### src/rtl/aasf_regs.vh
// Constants for the actuator status and alarm flag logic.
`ifndef AASF_REGS_VH
`define AASF_REGS_VH

// System clock rate in hertz (20 MHz).
`define AASF_CLK_HZ 32'h0131_2D00

// Stall detection window in seconds.
`define AASF_STALL_SEC 32'h0000_0004

// Interrupter period limits in seconds.
`define AASF_INT_LOCAL_MIN 14'h0001
`define AASF_INT_LOCAL_MAX 14'h0063
// Four and a half hours expressed in seconds.
`define AASF_INT_EXT_MAX 14'h3F48

// Manual travel needed before the handwheel flag rises, in percent.
`define AASF_HW_DELTA_PCT 7'h01

// Aux input positions.
`define AASF_AUX_OPEN 0
`define AASF_AUX_CLOSE 1
`define AASF_AUX_STOP 2
`define AASF_AUX_ESD 3

// Interrupter sequencer states.
`define AASF_ST_IDLE 2'h0
`define AASF_ST_ON 2'h1
`define AASF_ST_DWELL 2'h2

`endif

### src/rtl/aasf_period_timer.v
// Seconds based period timer used for the interrupter on and off phases.
`timescale 1ns/100ps
`include "aasf_regs.vh"

module aasf_period_timer #(
	parameter CLK_HZ = `AASF_CLK_HZ,
	parameter SEC_W = 14
) (
	input wire i_clk,
	input wire i_rst,
	input wire i_start,
	input wire [SEC_W-1:0] i_secs,
	output reg o_done
);

reg [31:0] pre_reg;
reg [SEC_W-1:0] secs_reg;
reg run_reg;

// A restart reloads both counters so a phase is never shortened.
always @(posedge i_clk) begin
	if (i_rst) begin
		pre_reg <= 32'h0000_0000;
		secs_reg <= {SEC_W{1'b0}};
		run_reg <= 1'b0;
		o_done <= 1'b0;
	end else begin
		o_done <= 1'b0;
		if (i_start) begin
			pre_reg <= 32'h0000_0000;
			secs_reg <= i_secs;
			run_reg <= 1'b1;
		end else if (run_reg) begin
			if (pre_reg == CLK_HZ - 1) begin
				pre_reg <= 32'h0000_0000;
				if (secs_reg <= {{(SEC_W-1){1'b0}}, 1'b1}) begin
					run_reg <= 1'b0;
					o_done <= 1'b1;
				end else begin
					secs_reg <= secs_reg - {{(SEC_W-1){1'b0}}, 1'b1};
				end
			end else begin
				pre_reg <= pre_reg + 32'h0000_0001;
			end
		end
	end
end

endmodule

### src/rtl/aasf_status_flags.v
// Actuator status and alarm flag logic with motor command gating.
//
// Overview of operation
// Each aux input is separately set to command or report only.
// Remote use maps aux one open, two close, three stop, four shutdown.
// Closed contact acts in remote mode; flag follows contact always.
// Interrupter pulses drive on and dwells off over set travel zone.
// Locally set on and off periods range from 1 to 99 seconds.
// Communicator set periods reach up to four and a half hours.
// Interrupter flag is true while travel dwells under the timer.
// Blinker flag mirrors the internal relay flasher state.
// With interlocking, network moves need interlock output and command.
// Interlock flag is true while interlocking is enabled and the interlock signal is active.
// Shutdown flag rises on a shutdown request from any source.
// Control not available is local, local stop or thermostat trip.
// With mains supervision a lost phase also flags control unavailable.
// Low battery flag rises when battery falls below critical level.
// Commanded move without motion for 4 seconds raises stalled flag.
// Handwheel flag needs manual travel of at least 1 percent.
// Open thermostat contact stops the motor and raises its flag.
// After a trip new moves are refused until thermostat resets.
// Optional setting lets shutdown override the thermostat inhibit.
// Thermostat flag stays 1 until the contact has reset.
// Stall timer restarts per new command, clears on motion.
`timescale 1ns/100ps
`include "aasf_regs.vh"

module aasf_status_flags #(
	parameter CLK_HZ = `AASF_CLK_HZ,
	parameter STALL_CYCLES = `AASF_STALL_SEC * `AASF_CLK_HZ,
	parameter SEC_W = 14
) (
	input wire I_CLK,
	input wire I_SYS_RST,
	input wire [3:0] I_AUX_CONTACT,
	input wire [3:0] I_AUX_CTRL_EN,
	input wire I_SEL_REMOTE,
	input wire I_SEL_LOCAL,
	input wire I_SEL_LOCAL_STOP,
	input wire I_LOCAL_OPEN,
	input wire I_LOCAL_CLOSE,
	input wire I_NET_OPEN,
	input wire I_NET_CLOSE,
	input wire I_NET_EMERGENCY_SHUTDOWN,
	input wire I_INTERLOCK_EN,
	input wire I_INTERLOCK_DIGITAL_OUTPUT,
	input wire I_ESD_OPEN_DIR,
	input wire I_ESD_OVERRIDE_THERMO,
	input wire I_THERMO_CLOSED,
	input wire I_MAINS_SUPV_EN,
	input wire [2:0] I_PHASE_OK,
	input wire I_BATTERY_BELOW,
	input wire I_FLASHER,
	input wire I_MOVING,
	input wire [6:0] I_POSITION_PCT,
	input wire I_INT_EN,
	input wire I_INT_EXT_RANGE,
	input wire [6:0] I_INT_OPEN_START_PCT,
	input wire [6:0] I_INT_CLOSE_START_PCT,
	input wire [SEC_W-1:0] I_INT_ON_SEC,
	input wire [SEC_W-1:0] I_INT_OFF_SEC,
	output reg O_MOTOR_OPEN,
	output reg O_MOTOR_CLOSE,
	output reg [3:0] O_AUX_STATUS,
	output reg O_INTERRUPTER,
	output reg O_BLINKER,
	output reg O_INTERLOCK,
	output reg O_EMERGENCY_SHUTDOWN,
	output reg O_CTRL_NOT_AVAIL,
	output reg O_LOW_BATTERY,
	output reg O_STALLED,
	output reg O_HANDWHEEL,
	output reg O_THERMOSTAT
);

// =====================================================================
// Aux inputs
// =====================================================================

wire [3:0] aux_cmd;

genvar gi;
generate
	for (gi = 0; gi < 4; gi = gi + 1) begin : g_aux
		// Per input command enable.
		assign aux_cmd[gi] = I_AUX_CTRL_EN[gi] & I_AUX_CONTACT[gi] &
			I_SEL_REMOTE;
	end
endgenerate

// Remote mapping.
wire aux_open = aux_cmd[`AASF_AUX_OPEN];
wire aux_close = aux_cmd[`AASF_AUX_CLOSE];
wire aux_stop = aux_cmd[`AASF_AUX_STOP];
wire aux_esd = aux_cmd[`AASF_AUX_ESD];

// =====================================================================
// Command sources
// =====================================================================

// Network moves gated by the interlock output.
wire ilk_ok = ~I_INTERLOCK_EN | I_INTERLOCK_DIGITAL_OUTPUT;
wire net_open = I_SEL_REMOTE & I_NET_OPEN & ilk_ok;
wire net_close = I_SEL_REMOTE & I_NET_CLOSE & ilk_ok;
wire loc_open = I_SEL_LOCAL & I_LOCAL_OPEN;
wire loc_close = I_SEL_LOCAL & I_LOCAL_CLOSE;

// Shutdown from any source.
wire esd_req = aux_esd | (I_SEL_REMOTE & I_NET_EMERGENCY_SHUTDOWN);

wire any_open = loc_open | ((aux_open | net_open) & ~aux_stop);
wire any_close = loc_close | ((aux_close | net_close) & ~aux_stop);
wire any_cmd = any_open | any_close;

// Opposing requests cancel so the motor never gets both directions.
wire req_open = esd_req ? I_ESD_OPEN_DIR : (any_open & ~any_close);
wire req_close = esd_req ? ~I_ESD_OPEN_DIR : (any_close & ~any_open);

// =====================================================================
// Thermostat inhibit
// =====================================================================

reg thermo_block_reg;
reg thermo_block_next;

// The block lifts only after reset with no command held.
always @* begin
	thermo_block_next = thermo_block_reg;
	if (~I_THERMO_CLOSED)
		thermo_block_next = 1'b1;
	else if (~any_cmd)
		thermo_block_next = 1'b0;
end

always @(posedge I_CLK) begin
	if (I_SYS_RST)
		thermo_block_reg <= 1'b0;
	else
		thermo_block_reg <= thermo_block_next;
end

// Trip stops the motor unless shutdown may override.
wire thermo_stop = (~I_THERMO_CLOSED | thermo_block_reg) &
	~(esd_req & I_ESD_OVERRIDE_THERMO);
wire drive_open = req_open & ~thermo_stop;
wire drive_close = req_close & ~thermo_stop;

// =====================================================================
// Interrupter timer
// =====================================================================

reg [1:0] int_state_reg;
reg [1:0] int_state_next;
reg tmr_start;
reg [SEC_W-1:0] tmr_secs;
wire tmr_done;
wire [SEC_W-1:0] on_sec;
wire [SEC_W-1:0] off_sec;

// Clamp a period to the range of the active setting source.
function [SEC_W-1:0] clamp_sec;
	input [SEC_W-1:0] val;
	input ext;
	reg [SEC_W-1:0] hi;
	begin
		// Local or extended range.
		hi = ext ? `AASF_INT_EXT_MAX : `AASF_INT_LOCAL_MAX;
		if (val < `AASF_INT_LOCAL_MIN)
			clamp_sec = `AASF_INT_LOCAL_MIN;
		else if (val > hi)
			clamp_sec = hi;
		else
			clamp_sec = val;
	end
endfunction

assign on_sec = clamp_sec(I_INT_ON_SEC, I_INT_EXT_RANGE);
assign off_sec = clamp_sec(I_INT_OFF_SEC, I_INT_EXT_RANGE);

// Zone per direction; opening from a start point upward.
wire int_zone = I_INT_EN & (esd_req == 1'b0) &
	((drive_open & (I_POSITION_PCT >= I_INT_OPEN_START_PCT)) |
	(drive_close & (I_POSITION_PCT <= I_INT_CLOSE_START_PCT)));

// Alternating on and dwell phases.
always @* begin
	int_state_next = int_state_reg;
	tmr_start = 1'b0;
	tmr_secs = on_sec;
	case (int_state_reg)
	`AASF_ST_IDLE: begin
		if (int_zone) begin
			int_state_next = `AASF_ST_ON;
			tmr_start = 1'b1;
		end
	end
	`AASF_ST_ON: begin
		if (~int_zone) begin
			int_state_next = `AASF_ST_IDLE;
		end else if (tmr_done) begin
			int_state_next = `AASF_ST_DWELL;
			tmr_start = 1'b1;
			tmr_secs = off_sec;
		end
	end
	`AASF_ST_DWELL: begin
		if (~int_zone) begin
			int_state_next = `AASF_ST_IDLE;
		end else if (tmr_done) begin
			int_state_next = `AASF_ST_ON;
			tmr_start = 1'b1;
		end
	end
	default: begin
		int_state_next = `AASF_ST_IDLE;
	end
	endcase
end

always @(posedge I_CLK) begin
	if (I_SYS_RST)
		int_state_reg <= `AASF_ST_IDLE;
	else
		int_state_reg <= int_state_next;
end

aasf_period_timer #(
	.CLK_HZ(CLK_HZ),
	.SEC_W(SEC_W)
) u_period (
	.i_clk(I_CLK),
	.i_rst(I_SYS_RST),
	.i_start(tmr_start),
	.i_secs(tmr_secs),
	.o_done(tmr_done)
);

wire dwell = (int_state_reg == `AASF_ST_DWELL) & int_zone;
wire motor_open_next = drive_open & ~dwell;
wire motor_close_next = drive_close & ~dwell;

// =====================================================================
// Stall detection
// =====================================================================

reg [31:0] stall_cnt_reg;
reg [31:0] stall_cnt_next;
reg stall_next;
reg drive_d_reg;
wire driving = O_MOTOR_OPEN | O_MOTOR_CLOSE;
wire drive_rise = driving & ~drive_d_reg;
wire dir_change = (O_MOTOR_OPEN & ~motor_open_next & motor_close_next) |
	(O_MOTOR_CLOSE & ~motor_close_next & motor_open_next);

always @* begin
	stall_cnt_next = stall_cnt_reg;
	stall_next = O_STALLED;
	if (drive_rise | dir_change) begin
		// Fresh command restarts the window.
		stall_cnt_next = 32'h0000_0000;
		stall_next = 1'b0;
	end else if (I_MOVING) begin
		// Motion clears timer and flag.
		stall_cnt_next = 32'h0000_0000;
		stall_next = 1'b0;
	end else if (driving) begin
		// No motion for the full window.
		if (stall_cnt_reg >= STALL_CYCLES - 1)
			stall_next = 1'b1;
		else
			stall_cnt_next = stall_cnt_reg + 32'h0000_0001;
	end
end

always @(posedge I_CLK) begin
	if (I_SYS_RST) begin
		stall_cnt_reg <= 32'h0000_0000;
		drive_d_reg <= 1'b0;
	end else begin
		stall_cnt_reg <= stall_cnt_next;
		drive_d_reg <= driving;
	end
end

// =====================================================================
// Handwheel detection
// =====================================================================

reg [6:0] hw_ref_reg;
reg [6:0] hw_ref_next;
reg hw_next;
wire [6:0] hw_diff = (I_POSITION_PCT >= hw_ref_reg) ?
	(I_POSITION_PCT - hw_ref_reg) : (hw_ref_reg - I_POSITION_PCT);

// Reference follows powered travel and coast; manual travel counts after.
always @* begin
	hw_ref_next = hw_ref_reg;
	hw_next = O_HANDWHEEL;
	if (driving | drive_d_reg) begin
		hw_ref_next = I_POSITION_PCT;
		hw_next = 1'b0;
	end else if (hw_diff >= `AASF_HW_DELTA_PCT) begin
		// Manual travel threshold.
		hw_next = 1'b1;
	end
end

reg hw_init_reg;

always @(posedge I_CLK) begin
	if (I_SYS_RST) begin
		hw_ref_reg <= 7'h00;
		hw_init_reg <= 1'b0;
	end else if (~hw_init_reg) begin
		hw_ref_reg <= I_POSITION_PCT;
		hw_init_reg <= 1'b1;
	end else begin
		hw_ref_reg <= hw_ref_next;
	end
end

// =====================================================================
// Flag and motor registers
// =====================================================================

// Phase loss counts only with mains supervision.
wire phase_lost = I_MAINS_SUPV_EN & ~(&I_PHASE_OK);

always @(posedge I_CLK) begin
	if (I_SYS_RST) begin
		O_MOTOR_OPEN <= 1'b0;
		O_MOTOR_CLOSE <= 1'b0;
		O_AUX_STATUS <= 4'h0;
		O_INTERRUPTER <= 1'b0;
		O_BLINKER <= 1'b0;
		O_INTERLOCK <= 1'b0;
		O_EMERGENCY_SHUTDOWN <= 1'b0;
		O_CTRL_NOT_AVAIL <= 1'b0;
		O_LOW_BATTERY <= 1'b0;
		O_STALLED <= 1'b0;
		O_HANDWHEEL <= 1'b0;
		O_THERMOSTAT <= 1'b0;
	end else begin
		// Motor drive after all gating.
		O_MOTOR_OPEN <= motor_open_next;
		O_MOTOR_CLOSE <= motor_close_next;
		// Closed contact reads true.
		O_AUX_STATUS <= I_AUX_CONTACT;
		// Dwell flag.
		O_INTERRUPTER <= dwell;
		// Flasher mirror.
		O_BLINKER <= I_FLASHER;
		// Interlock active.
		O_INTERLOCK <= I_INTERLOCK_EN & I_INTERLOCK_DIGITAL_OUTPUT;
		// Shutdown flag.
		O_EMERGENCY_SHUTDOWN <= esd_req;
		// Composite unavailable flag.
		O_CTRL_NOT_AVAIL <= I_SEL_LOCAL | I_SEL_LOCAL_STOP |
			~I_THERMO_CLOSED | phase_lost;
		// Battery comparator.
		O_LOW_BATTERY <= I_BATTERY_BELOW;
		O_STALLED <= stall_next;
		O_HANDWHEEL <= hw_next & hw_init_reg;
		// Held while the contact stays open.
		O_THERMOSTAT <= ~I_THERMO_CLOSED;
	end
end

endmodule

### config.mk
export PLATFORM = sky130hd
export DESIGN_NAME = aasf_status_flags
export DESIGN_NICKNAME = d
export VERILOG_FILES = /design/src/rtl/aasf_period_timer.v /design/src/rtl/aasf_status_flags.v
export VERILOG_INCLUDE_DIRS = /design/src /design/src/rtl
export SDC_FILE = /design/constraint.sdc
export NUM_CORES = 1
export LEC_CHECK = 0
export BUFFER_PORTS_ARGS = -buffer_cell sky130_fd_sc_hd__buf_2
export CORE_UTILIZATION = 53
export DETAILED_ROUTE_END_ITERATION = 8
export PLACE_DENSITY = 0.77
export SKIP_CTS_REPAIR_TIMING = 1
export SLEW_MARGIN = 0
export SYNTH_ARGS = -nofsm -noshare
export SYNTH_HDL_FRONTEND = slang
export SYNTH_SLANG_ARGS = --single-unit
### constraint.sdc
create_clock -name I_CLK -period 3.55 [get_ports I_CLK]
set_clock_uncertainty 0.05 [all_clocks]
set_input_delay 0.5325 -clock I_CLK [delete_from_list [all_inputs] [get_ports I_CLK]]
set_output_delay 0.5325 -clock I_CLK [all_outputs]
set_load 0.01 [all_outputs]
==> metrics.txt <==
cell at the root of the clock tree=clkbuf_16; commonest cells after routing, fill and taps aside=dfxtp_1, buf_2, nor2_1; Worst-Margin Slew=0.9949 ns; type of the tightest min-delay check=primary input to flip-flop; Max clock buf depth=2; total leakage power=3.282 nW; synthesized instance count=894; WP buf/inv=3; area added between synthesis and finish=13.46%; r2r worst-path depth=7; aggregate routed wire length=17230 µm; share of the core filled with cells in the final layout=62.83%; effective utilization at floorplan=55.38%; core region area=12820 µm²; GRT overflow=0; setup violators final=0; Synth Net Count=1032; cell area after synthesis=7102 µm²; total number of yosys warnings=0; Sw Pwr=0.8799 mW; post-detailed-route wirelength per cell=14.88 µm; async set-or-reset flop fraction in the synthesized netlist=0%; CTS HTree Levels=3; sum of negative setup slack=0 ns; data required time at the worst endpoint=3.75 ns; Cells after DPL=1141; area occupied by registers=2142 µm²; fraction of final layout cells sized beyond drive strength 1=14.82%; leading register cell type out of synthesis=dfxtp_1; max frequency=338.9 MHz; mean post-synth cell area=7.944 µm²; classification of the worst setup path=primary input to flip-flop; crit end category=flip-flop; most common cell after layout, fill and taps aside=dfxtp_1; DP HPWL=12810 µm; Seq/Total Area, Yosys=30.16%; internal power consumption=1.969 mW; count of placed standard cells in the final layout, fillers left out=1158; DR vias=6794; number of synthesized flops with an enable pin=0; critical path data arrival time=3.15 ns; number of standard-cell rows in the floorplan=41; Critical Path Source Type=primary input; delay of the slowest critical-path stage=0.55 ns; overall global routing resource usage=25.90%; first-pass GRT wire length=29700 µm; status=completed; dominant delay contributor by cell family on the critical path=compound AO/OA/AOI/OAI gates; Period minus WS final=2.950 ns; net total in the final layout=1118; worst setup slack for register-to-register paths=0.68 ns; power density over the cells=353.5 nW/µm²; proportion of power drawn by flip-flops and latches=44.1%; register bit total from synthesis=107; Antenna Nets Post-Route=0; antenna violations before repair=1; number of placed I/O pins=96; die extent in y=117.8 µm; relative max-transition margin=33.53%; switching share of power=30.89%; Post-route DRC=0; drt initial violations=497; highest fanout seen on the critical path=14; via count of the first global-routing pass=6410; CP Cell Sequence=buf_2 > inv_1 > buf_4 > ha_1 > nor4bb_1 > o21ai_0 > a311oi_1 > o31a_1 > mux2_2 > nand3_1 > a221oi_1; number of I/O port buffers=95; area after detailed placement=7772 µm²; TritonCTS clock tree=built; Hold Vio Cnt, Final=0; floorplan die area=13870 µm²; total of fill cells in the finished design=1174; Max-cap violations=0; 1st-pass router iterations=5; Vias/cell=5.867; library cells used by synthesis=68; clock tree sinks=107; critical path depth=11; worst-skew pair later-pin latency=0.36 ns; Min Hold Slack=0.3235 ns; total count of max-transition violations in the final report=0; Crit-path slowest cell=o31a_1; origin of the worst setup path=I_INT_EXT_RANGE; reg-to-reg startpoint=u_period.pre_reg[10]; Multi-input gate area=4624 µm²; logic gate share of total power=20.9%; RD Place Congestion=0.9056; maximum number of pins on one net before global-route repair=37; TritonCTS buffer count=9; unrepaired setup endpoints after global routing=no; Chip Width=117.8 µm; clock-pin slew of the registers on the worst-case setup and hold paths=0.07 ns; Critical path destination=u_period.secs_reg[11]; Clock power frac=35.0%; final critical-path share of the clock period=83.11%; final design instance area without fill=8058 µm²; worst reg2reg endpoint=u_period.secs_reg[4]; maximum VDD drop=303.1 µV
metal layers:
layer / share of wire, % / track usage (%)
met3: 4.9 / 5.717
met1: 46 / 33.42
met2: 47 / 42.76
met5: 0 / 0
met4: 1.8 / 8.253
cell families (layout without fill, tap and decap cells):
family                     Yosys count  after routing  synth area share (%)
AOI/OAI and AO/OA                  165            165                 15.33
adders and majority gates           57             57                 10.25
xor gates and xnor gates            66             66                 8.140
buffers and inverters               88            179                 4.827
and+or+nand+nor                    395            395                 28.89
DFF                                107            107                 30.16
muxes                               16             16                 2.396
other                                0              1                     0
per-stage QoR:
stage                     power (mW)  worst slack [ns]
after floorplan                1.680           0.04223
after global placement         1.862            0.3235
after detailed placement       1.868            0.2522
after CTS                      2.858            0.6346
after global routing           2.990            0.3825
final                          2.849            0.5996
Yosys cell counts (3+ instances only):
library cell  instances  area (µm²)
dfxtp_1             107        2142
nor2_1               86       322.8
nand2_1              68       255.2
nor3_1               67       335.3
a21oi_1              56       280.3
ha_1                 55       688.2
inv_1                52       195.2
nand3_1              43       215.2
xnor2_1              39       341.6
clkbuf_1             31       116.4
o21ai_0              28       140.1
xor2_1               27       236.5
nor4_1               19       118.9
nand4_1              18       112.6
and3_1               13       81.33
nor3b_1              13       97.59
o211ai_1             12       90.09
or3_1                12       75.07
a31oi_1               9       56.30
nand3b_1              9       67.56
nor2b_1               9       56.30
mux2_2                8       90.09
mux2i_1               8       80.08
and2_1                6       37.54
or4_1                 6       45.04
a211oi_1              5       37.54
a21o_1                5       37.54
a22o_1                5       43.79
and4_1                5       43.79
nand2b_1              5       31.28
a221oi_1              4       35.03
buf_2                 4       20.02
nand4b_1              4       35.03
o21a_1                4       30.03
a22oi_1               3       22.52
o2111ai_1             3       26.28
o311ai_0              3       26.28
or2_2                 3       18.77
worst min-delay path by stage:
stage	start	endpoint	depth (start not counted)
CTS	I_BATTERY_BELOW	O_LOW_BATTERY	2
finish	I_BATTERY_BELOW	O_LOW_BATTERY	2
global placement	hw_ref_reg[6]	hw_ref_reg[6]	2
detailed placement	hw_ref_reg[6]	hw_ref_reg[6]	2
floorplan	hw_ref_reg[6]	hw_ref_reg[6]	2
global route	I_FLASHER	O_BLINKER	2
power by group through the flow:
stage	combinational (mW)	clock (mW)	sequential [mW]
2_1_floorplan	0.399	0	1.28
3_3_place_gp	0.578	0	1.28
3_5_place_dp	0.585	0	1.28
4_1_cts	0.589	1.01	1.26
5_1_grt	0.668	1.06	1.26
6_report	0.596	0.997	1.26
layout make-up:
type                    count  area share (%)
multi-input cells         699           57.39
flip-flops and latches    107           26.58
repair buffers            111           7.391
clock buffers              10           2.842
well taps                 172           2.671
inverters                  52           2.422
clock inverters             6          0.6677
diodes                      1         0.03106
No activity file was read; power rests on OpenSTA's default activity.
